$ cat src/rds_pkg.sv
package rds_pkg;

    // cyclic diagnostic module exchange
    typedef struct packed {
        logic       valid;
        logic [7:0] b3;
        logic [7:0] b2;
        logic [7:0] b1;
        logic [7:0] b0;
    } rds_query_s;

    typedef struct packed {
        logic [7:0] b3;
        logic [7:0] b2;
        logic [7:0] b1;
        logic [7:0] b0;
    } rds_reply_s;

    // preferred output state of the selected module/channel
    typedef struct packed {
        logic        keep;
        logic [15:0] value;
    } rds_fail_s;

    // instruction codes
    localparam logic [7:0] OP_NOP     = 8'h00;
    localparam logic [7:0] OP_VERSION = 8'h01;
    localparam logic [7:0] OP_STATUS  = 8'h02;
    localparam logic [7:0] OP_PREF    = 8'h03;
    localparam logic [7:0] OP_PREFRST = 8'h04;
    localparam logic [7:0] OP_STORE   = 8'h05;
    localparam logic [7:0] STORE_BUSY = 8'h85;
    localparam logic [7:0] PREF_OK    = 8'h00;
    localparam logic [7:0] PREF_REJ   = 8'hff;

    // extended diagnostic octets
    localparam logic [7:0] HDR_DEVICE = 8'h02;
    localparam logic [7:0] DEV_FAIL   = 8'hff;
    localparam logic [7:0] HDR_IDENT  = 8'h43;
    localparam int         EXT_FIRST  = 7;
    localparam logic [2:0] LEN_NONE   = 3'h0;
    localparam logic [2:0] LEN_DEV    = 3'h2;
    localparam logic [2:0] LEN_ID     = 3'h3;
    localparam logic [2:0] LEN_BOTH   = 3'h5;

    // status 0 bit positions
    localparam int ST_DIAG  = 7;
    localparam int ST_PWR   = 6;
    localparam int ST_EEP   = 5;
    localparam int ST_CLEAR = 4;
    localparam int ST_LOCK  = 3;

    // register map (byte addresses)
    localparam logic [7:0] ADDR_VERSION = 8'h00;
    localparam logic [7:0] ADDR_MODCNT  = 8'h04;
    localparam logic [7:0] ADDR_CONTROL = 8'h08;
    localparam logic [7:0] ADDR_STATUS  = 8'h0c;

    // reset values; version value is arbitrary
    localparam logic [23:0] RST_VERSION = 24'h010000;
    localparam logic [4:0]  RST_MODCNT  = 5'h10;
    localparam int          MOD_NUM     = 16;
    localparam int          CH_NUM      = 8;
    localparam int          PREF_NUM    = MOD_NUM * CH_NUM;
    localparam int          SYNC_W      = 22;

endpackage : rds_pkg

$ cat src/rds_diag.sv
`timescale 1ns/100ps
module rds_diag (
    input  wire logic                hclk,
    input  wire logic                hresetn,
    input  wire logic                hsel,
    input  wire logic [7:0]          haddr,
    input  wire logic [1:0]          htrans,
    input  wire logic                hwrite,
    input  wire logic [2:0]          hsize,
    input  wire logic [31:0]         hwdata,
    input  wire logic                hready,
    output logic      [31:0]         hrdata,
    output logic                     hreadyout,
    output logic                     hresp,
    input  wire rds_pkg::rds_query_s query,
    output rds_pkg::rds_reply_s      reply,
    output logic                     reply_valid,
    output logic                     busy,
    output logic                     store_req,
    input  wire logic                store_done,
    input  wire logic                ext_power_fail,
    input  wire logic                cable_fail,
    input  wire logic [15:0]         module_err,
    input  wire logic                bus_lost,
    input  wire logic                master_stop,
    input  wire logic                clear_seen,
    input  wire logic                lock_on,
    output logic [4:0][7:0]          ext_diag,
    output logic [2:0]               ext_len,
    output logic                     fail_active,
    input  wire logic [7:0]          fail_sel,
    output rds_pkg::rds_fail_s       fail_out
);
    import rds_pkg::*;

    ////////////////////////////////////////////////////////////////////////
    // helpers

    function automatic logic [6:0] pref_idx(input logic [7:0] pos);
        pref_idx = {pos[3:0], pos[6:4]};
    endfunction : pref_idx

    ////////////////////////////////////////////////////////////////////////
    // pin synchronisers, change taken when stages two and three agree

    logic [SYNC_W-1:0] sync1;
    logic [SYNC_W-1:0] sync2;
    logic [SYNC_W-1:0] sync3;
    logic [SYNC_W-1:0] pins;
    logic              pwr_s;
    logic              cable_s;
    logic              lost_s;
    logic              stop_s;
    logic              clear_s;
    logic              lock_s;
    logic [15:0]       moderr_s;

    always_ff @(posedge hclk or negedge hresetn)
    begin
        if (!hresetn)
        begin
            sync1 <= '0;
            sync2 <= '0;
            sync3 <= '0;
            pins  <= '0;
        end
        else
        begin
            sync1 <= {ext_power_fail, cable_fail, bus_lost, master_stop,
                      clear_seen, lock_on, module_err};
            sync2 <= sync1;
            sync3 <= sync2;
            pins  <= (sync2 & sync3) | (pins & (sync2 | sync3));
        end
    end

    assign {pwr_s, cable_s, lost_s, stop_s, clear_s, lock_s, moderr_s} = pins;

    ////////////////////////////////////////////////////////////////////////
    // registers over AHB-Lite

    logic [23:0] version;
    logic [4:0]  mod_count;
    logic        eep_valid;
    logic        wr_pend;
    logic [7:0]  wr_addr;
    logic [7:0]  status0;
    logic        addr_ok;
    assign hreadyout = 1'b1;
    assign hresp     = 1'b0;
    assign addr_ok   = hsel && htrans[1] && hready;

    always_ff @(posedge hclk or negedge hresetn)
    begin
        if (!hresetn)
        begin
            wr_pend <= 1'b0;
            wr_addr <= 8'h00;
        end
        else
        begin
            wr_pend <= addr_ok && hwrite;
            wr_addr <= haddr;
        end
    end

    always_ff @(posedge hclk or negedge hresetn)
    begin
        if (!hresetn)
        begin
            version   <= RST_VERSION;
            mod_count <= RST_MODCNT;
        end
        else if (wr_pend)
        begin
            if (wr_addr == ADDR_VERSION)
                version <= hwdata[23:0];
            if (wr_addr == ADDR_MODCNT)
                mod_count <= hwdata[4:0];
        end
    end

    always_ff @(posedge hclk or negedge hresetn)
    begin
        if (!hresetn)
            hrdata <= 32'h00000000;
        else if (addr_ok && !hwrite)
        begin
            case (haddr)
                ADDR_VERSION: hrdata <= {8'h00, version};
                ADDR_MODCNT:  hrdata <= {27'h0000000, mod_count};
                ADDR_CONTROL: hrdata <= {31'h00000000, eep_valid};
                ADDR_STATUS:  hrdata <= {20'h00000, ext_len, busy, status0};
                default:      hrdata <= 32'h00000000;
            endcase
        end
    end

    ////////////////////////////////////////////////////////////////////////
    // extended diagnostic octets 7..11

    always_ff @(posedge hclk or negedge hresetn)
    begin
        if (!hresetn)
        begin
            ext_diag <= '0;
            ext_len  <= LEN_NONE;
        end
        else if ((pwr_s || cable_s) && (moderr_s != 16'h0000))
        begin
            ext_diag <= {moderr_s[15:8], moderr_s[7:0], HDR_IDENT,
                         DEV_FAIL, HDR_DEVICE};
            ext_len  <= LEN_BOTH;
        end
        else if (pwr_s || cable_s)
        begin
            ext_diag <= {8'h00, 8'h00, 8'h00, DEV_FAIL, HDR_DEVICE};
            ext_len  <= LEN_DEV;
        end
        else if (moderr_s != 16'h0000)
        begin
            ext_diag <= {8'h00, 8'h00, moderr_s[15:8], moderr_s[7:0],
                         HDR_IDENT};
            ext_len  <= LEN_ID;
        end
        else
        begin
            ext_diag <= '0;
            ext_len  <= LEN_NONE;
        end
    end

    ////////////////////////////////////////////////////////////////////////
    // status byte 0

    assign status0 = {ext_len != LEN_NONE, pwr_s, eep_valid, clear_s,
                      lock_s, 3'h0};

    ////////////////////////////////////////////////////////////////////////
    // instruction interpreter

    logic [15:0]         pref_value [0:PREF_NUM-1];
    logic [PREF_NUM-1:0] pref_set;
    logic [PREF_NUM-1:0] pref_keep;
    logic                take;
    logic                pref_ok;
    logic [6:0]          q_idx;
    assign take    = query.valid && !busy;
    assign q_idx   = pref_idx(query.b2);
    assign pref_ok = {1'b0, query.b2[3:0]} < mod_count;

    always_ff @(posedge hclk or negedge hresetn)
    begin
        if (!hresetn)
        begin
            reply       <= '0;
            reply_valid <= 1'b0;
            store_req   <= 1'b0;
            busy        <= 1'b0;
        end
        else
        begin
            reply_valid <= take || (busy && store_done);
            store_req   <= 1'b0;
            if (busy && store_done)
            begin
                busy     <= 1'b0;
                reply.b3 <= OP_STORE;
            end
            else if (take)
            begin
                reply.b3 <= query.b3;
                case (query.b3)
                    OP_NOP:
                        {reply.b2, reply.b1, reply.b0}
                            <= {query.b2, query.b1, query.b0};
                    OP_VERSION:
                        {reply.b0, reply.b1, reply.b2} <= version;
                    OP_STATUS:
                        {reply.b2, reply.b1, reply.b0}
                            <= {8'h00, 8'h00, status0};
                    OP_PREF:
                        {reply.b2, reply.b1, reply.b0}
                            <= {query.b2, 8'h00, pref_ok ? PREF_OK : PREF_REJ};
                    OP_STORE:
                    begin
                        reply.b3  <= STORE_BUSY;
                        busy      <= 1'b1;
                        store_req <= 1'b1;
                    end
                    default:
                        {reply.b2, reply.b1, reply.b0} <= 24'h000000;
                endcase
            end
        end
    end

    always_ff @(posedge hclk or negedge hresetn)
    begin
        if (!hresetn)
            eep_valid <= 1'b0;
        else if (busy && store_done)
            eep_valid <= 1'b1;
        else if (wr_pend && wr_addr == ADDR_CONTROL && hwdata[0])
            eep_valid <= 1'b0;
    end

    always_ff @(posedge hclk or negedge hresetn)
    begin
        if (!hresetn)
        begin
            pref_set  <= '0;
            pref_keep <= '0;
        end
        else if (take && query.b3 == OP_PREFRST)
        begin
            pref_set  <= '0;
            pref_keep <= '0;
        end
        else if (take && query.b3 == OP_PREF && pref_ok)
        begin
            pref_set[q_idx]  <= 1'b1;
            pref_keep[q_idx] <= query.b2[7];
        end
    end

    always_ff @(posedge hclk)
    begin
        if (take && query.b3 == OP_PREF && pref_ok && !query.b2[7])
            pref_value[q_idx] <= {query.b0, query.b1};
    end

    ////////////////////////////////////////////////////////////////////////
    // failure output states

    logic [6:0] f_idx;
    assign f_idx = pref_idx(fail_sel);

    always_ff @(posedge hclk or negedge hresetn)
    begin
        if (!hresetn)
        begin
            fail_active <= 1'b0;
            fail_out    <= '0;
        end
        else
        begin
            fail_active <= lost_s || stop_s;
            if (!pref_set[f_idx])
                fail_out <= '0;
            else if (pref_keep[f_idx])
                fail_out <= {1'b1, 16'h0000};
            else
                fail_out <= {1'b0, pref_value[f_idx]};
        end
    end
endmodule : rds_diag

$ cat config.mk
export PLATFORM = sky130hd
export DESIGN_NAME = rds_diag
export DESIGN_NICKNAME = d
export VERILOG_FILES = /design/src/rds_pkg.sv /design/src/rds_diag.sv
export SDC_FILE = /design/constraint.sdc
export NUM_CORES = 2
export LEC_CHECK = 0
export BUFFER_PORTS_ARGS = -buffer_cell sky130_fd_sc_hd__buf_2
export CAP_MARGIN = 20
export CORE_MARGIN = 5
export CORE_UTILIZATION = 60
export CTS_CLUSTER_SIZE = 30
export DETAILED_ROUTE_END_ITERATION = 12
export PLACE_DENSITY = 0.76
export SKIP_CTS_REPAIR_TIMING = 1
export SLEW_MARGIN = 20
export SYNTH_ARGS = -nofsm -noshare
export SYNTH_HDL_FRONTEND = slang
export SYNTH_SLANG_ARGS = --single-unit
$ cat constraint.sdc
create_clock -name hclk -period 4.3 [get_ports hclk]
set_input_delay 0.43 -clock hclk [delete_from_list [all_inputs] [get_ports hclk]]
set_output_delay 0.43 -clock hclk [all_outputs]
set_load 0.005 [all_outputs]
==> run_results.csv <==
group,metric,value,unit
synthesis,ys_types,76,
outcome,outcome,"complete, no violations",
detailed_routing,wl_per_cell,33.5,microns
detailed_routing,drt_iter0_markers,9101,
sta,setup_viol,0,
layout,syn2layout_area_growth,13.8,%
sta,min_period,3.62,ns
global_routing,grt_pass1_vias,56859,
floorplanning,coreArea,165000,sq um
synthesis,synth_edf_count,2048,
placed_design,gp_congestion,0.899,
cts,clkSlewWorstSetupHoldPaths,0.07,ns
power_and_ir_drop,seqPwrFrac,52.8,%
sta,rsz0062_at_grt,"false",
floorplanning,initial_core_util,60.4,%
sta,timing.fmax,276,MHz
sta,slew_violations,0,
global_routing,antenna_found_initial,13,
cts,cts_made_buffers,235,
sta,finalSetupTns,0,ns
detailed_routing,drc,0,
layout,fill_cells,9956,
critical_path,crit_fanout,16,
detailed_routing,dr.pass1.iters,9,
power_and_ir_drop,swShare,21.7,%
synthesis,seq_area_frac_synth,74.1,%
layout,finalNonFillerCells,8184,
detailed_routing,antenna_left,0,
global_routing,grt_use_total,31.3,%
synthesis,yosysWarningCount,0,
synthesis,synthCells,5270,
critical_path,start_kind,"primary input",
floorplanning,floorplan.die_area,175000,sq um
detailed_routing,routed_via_density,6.90,
power_and_ir_drop,p_int,39.8,mW
detailed_routing,vias,56462,
layout,nets,5903,
synthesis,ys.flop_type,"edfxtp_1",
cts,cts_max_path_buffers,3,
job,maxCapViolations,0,
placed_design,hpwl,161000,microns
synthesis,async_reset_ff_share,19.5,%
power_and_ir_drop,p_clk_share,41.9,%
layout,design_area,114000,sq um
placed_design,io_buffers,215,
power_and_ir_drop,p_switching,11.0,mW
sta,hold_viol,0,
layout,post-route-util,68.8,%
detailed_routing,wl,274000,microns
sta,fin_skew,0.0418,ns
cts,worst_skew_pair.late_latency,0.86,ns
critical_path,required,4.82,ns
global_routing,grt_max_degree,140,
global_routing,grt_remaining_overflow,0,
cts,cts.sinks,2545,
cts,cts_tree,"done",
critical_path,cp-end-kind,"flop",
sta,worst_pin_slew,1.17,ns
power_and_ir_drop,leakage,39.5,nW
power_and_ir_drop,power_frac_comb,5.2,%
hold_path,hp-class,"in2reg",
floorplanning,io_pins,244,
cts,clockRootBuffer,"clkbuf_16",
power_and_ir_drop,ir_worst_vdd,0.419,mV
synthesis,synth_area,99800,sq um
sta,relSlewSlack,22.2,%
power_and_ir_drop,cellPowerDensity,447,nW/um^2
critical_path,path_class,"in2reg",
cts,htree_levels,4,
floorplanning,std_cell_rows,149,
floorplanning,die_h,418,microns
synthesis,synth.avg_cell_area,18.9,sq um
global_routing,grt_pass1_wl,394000,microns
synthesis,yosys_register_bits,2545,
placed_design,dpl_cell_area,105000,sq um
critical_path,arrival,4.14,ns
placed_design,dp.cells,7670,
floorplanning,die_w,418,microns
layout,post_route_cells_drive_above_1_share,25.7,%
sta,fin_crit_sh,84.3,%
[metal layers]
layer	vias to the layer above	wire (microns)	GRT usage (%)
met3	735	31800	7.92
met1	29223	96100	42.2
met2	4211	130000	48.3
li1	22285	-	-
met5	-	43	0
met4	8	16400	15.9
[sequential cells by signal, indices dropped and copies added (netlist names)]
signal and flops:
pref_value 2048, eep_valid 1, reply 32, wr_pend 1, fail_active 1, store_req 1, sync1 22, ext_len 3
sync3 22, pins 22, wr_addr 8, fail_out 17, sync2 22, reply_valid 1, hrdata 24, pref_set 128
ext_diag 34, busy 1, pref_keep 128, version 24, mod_count 5
[through the flow]
| step | hold WS [ns] | setup WS (ns) | power [mW] |
|---|---|---|---|
| 3_5_place_dp | 0.336 | 0.474 | 29.9 |
| 2_1_floorplan | 0.134 | 0.650 | 28.6 |
| 3_3_place_gp | 0.333 | 0.513 | 29.8 |
| 6_report | 0.0571 | 0.677 | 50.8 |
| 4_1_cts | -0.376 | 1.14 | 50.9 |
| 5_1_grt | 0.0684 | 0.518 | 52.2 |
[power by group through the flow]
stage | logic, mW | clock network (mW) | registers (mW)
after detailed placement | 2.55 | 0 | 27.4
after floorplan | 1.31 | 0 | 27.3
after CTS | 2.58 | 21.5 | 26.8
after global routing | 2.79 | 22.6 | 26.8
after global placement | 2.49 | 0 | 27.3
final | 2.67 | 21.3 | 26.9
[layout by cell type (no fill, tap or decap), drive strengths merged, types with 30 or more instances in the layout]
cell and count:
edfxtp 2048, mux4 580, buf 554, dfrtp 495, nor2 314, clkbuf 301, a21oi 293, o21ai 183
nand2 156, nand3 143, mux2i 126, a22oi 118, clkinv 103, dlygate4sd3 63, o22ai 62, mux2 43
and2 34, bufinv 30
[critical path: stages]
cell and delay (ns):
dlygate4sd3_1 0.53, buf_2 0.13, or4_1 0.68, nor3_2 0.37, nand3_1 0.17, nor2_1 0.12
buf_4 0.26, o2111ai_4 0.51, buf_4 0.37, nor2_1 0.20, buf_4 0.35
[synth_stat cells, drive strengths merged (24+ instances only)]
cell	n	area share, %
o22ai	62	0.39
and2	34	0.21
nand3	143	0.72
edfxtp	2048	62
nor2b	24	0.15
a22o	29	0.26
mux2i	126	1.3
o21ai	183	0.92
mux2	43	0.49
nor2	314	1.2
a22oi	118	0.89
dfrtp	495	12
a21oi	293	1.5
buf	198	1.4
nand2	156	0.59
nor3	29	0.15
mux4	580	13
clkbuf	157	0.62
[final cells by class]
type	instances	area [sq um]	share of cell area [%]
Clock inverter	142	1650	1.45
Sequential cell	2545	73900	65.1
Multi-Input combinational cell	2370	24100	21.2
Timing Repair Buffer	618	4820	4.24
Antenna cell	7	17.5	0.0154
Inverter	13	48.8	0.0430
Clock buffer	300	6270	5.52
Tap cell	2189	2740	2.41
[kinds of logic after synthesis]
logic type                 synth area share, %
AOI/OAI and AO/OA                         4.96
DFF                                       74.1
other                                  0.00753
buffers and inverters                     2.03
and+or+nand+nor                           3.60
muxes                                     15.0
adders and majority gates                0.296
[worst paths after layout]
check,start,end,slack (ns),depth (start not counted)
setup / recovery,query[30],pref_value[35][5],0.68,11
hold / removal,query[22],reply[22],0.06,3
setup reg to reg,mod_count[1],pref_value[35][5],1.10,10
hold reg to reg,sync1[19],sync2[19],0.35,0
max in group asynchronous,hresetn,sync3[8],2.85,3
min in group asynchronous,hresetn,pref_set[64],0.19,2
(Power assumes the default switching activity.)
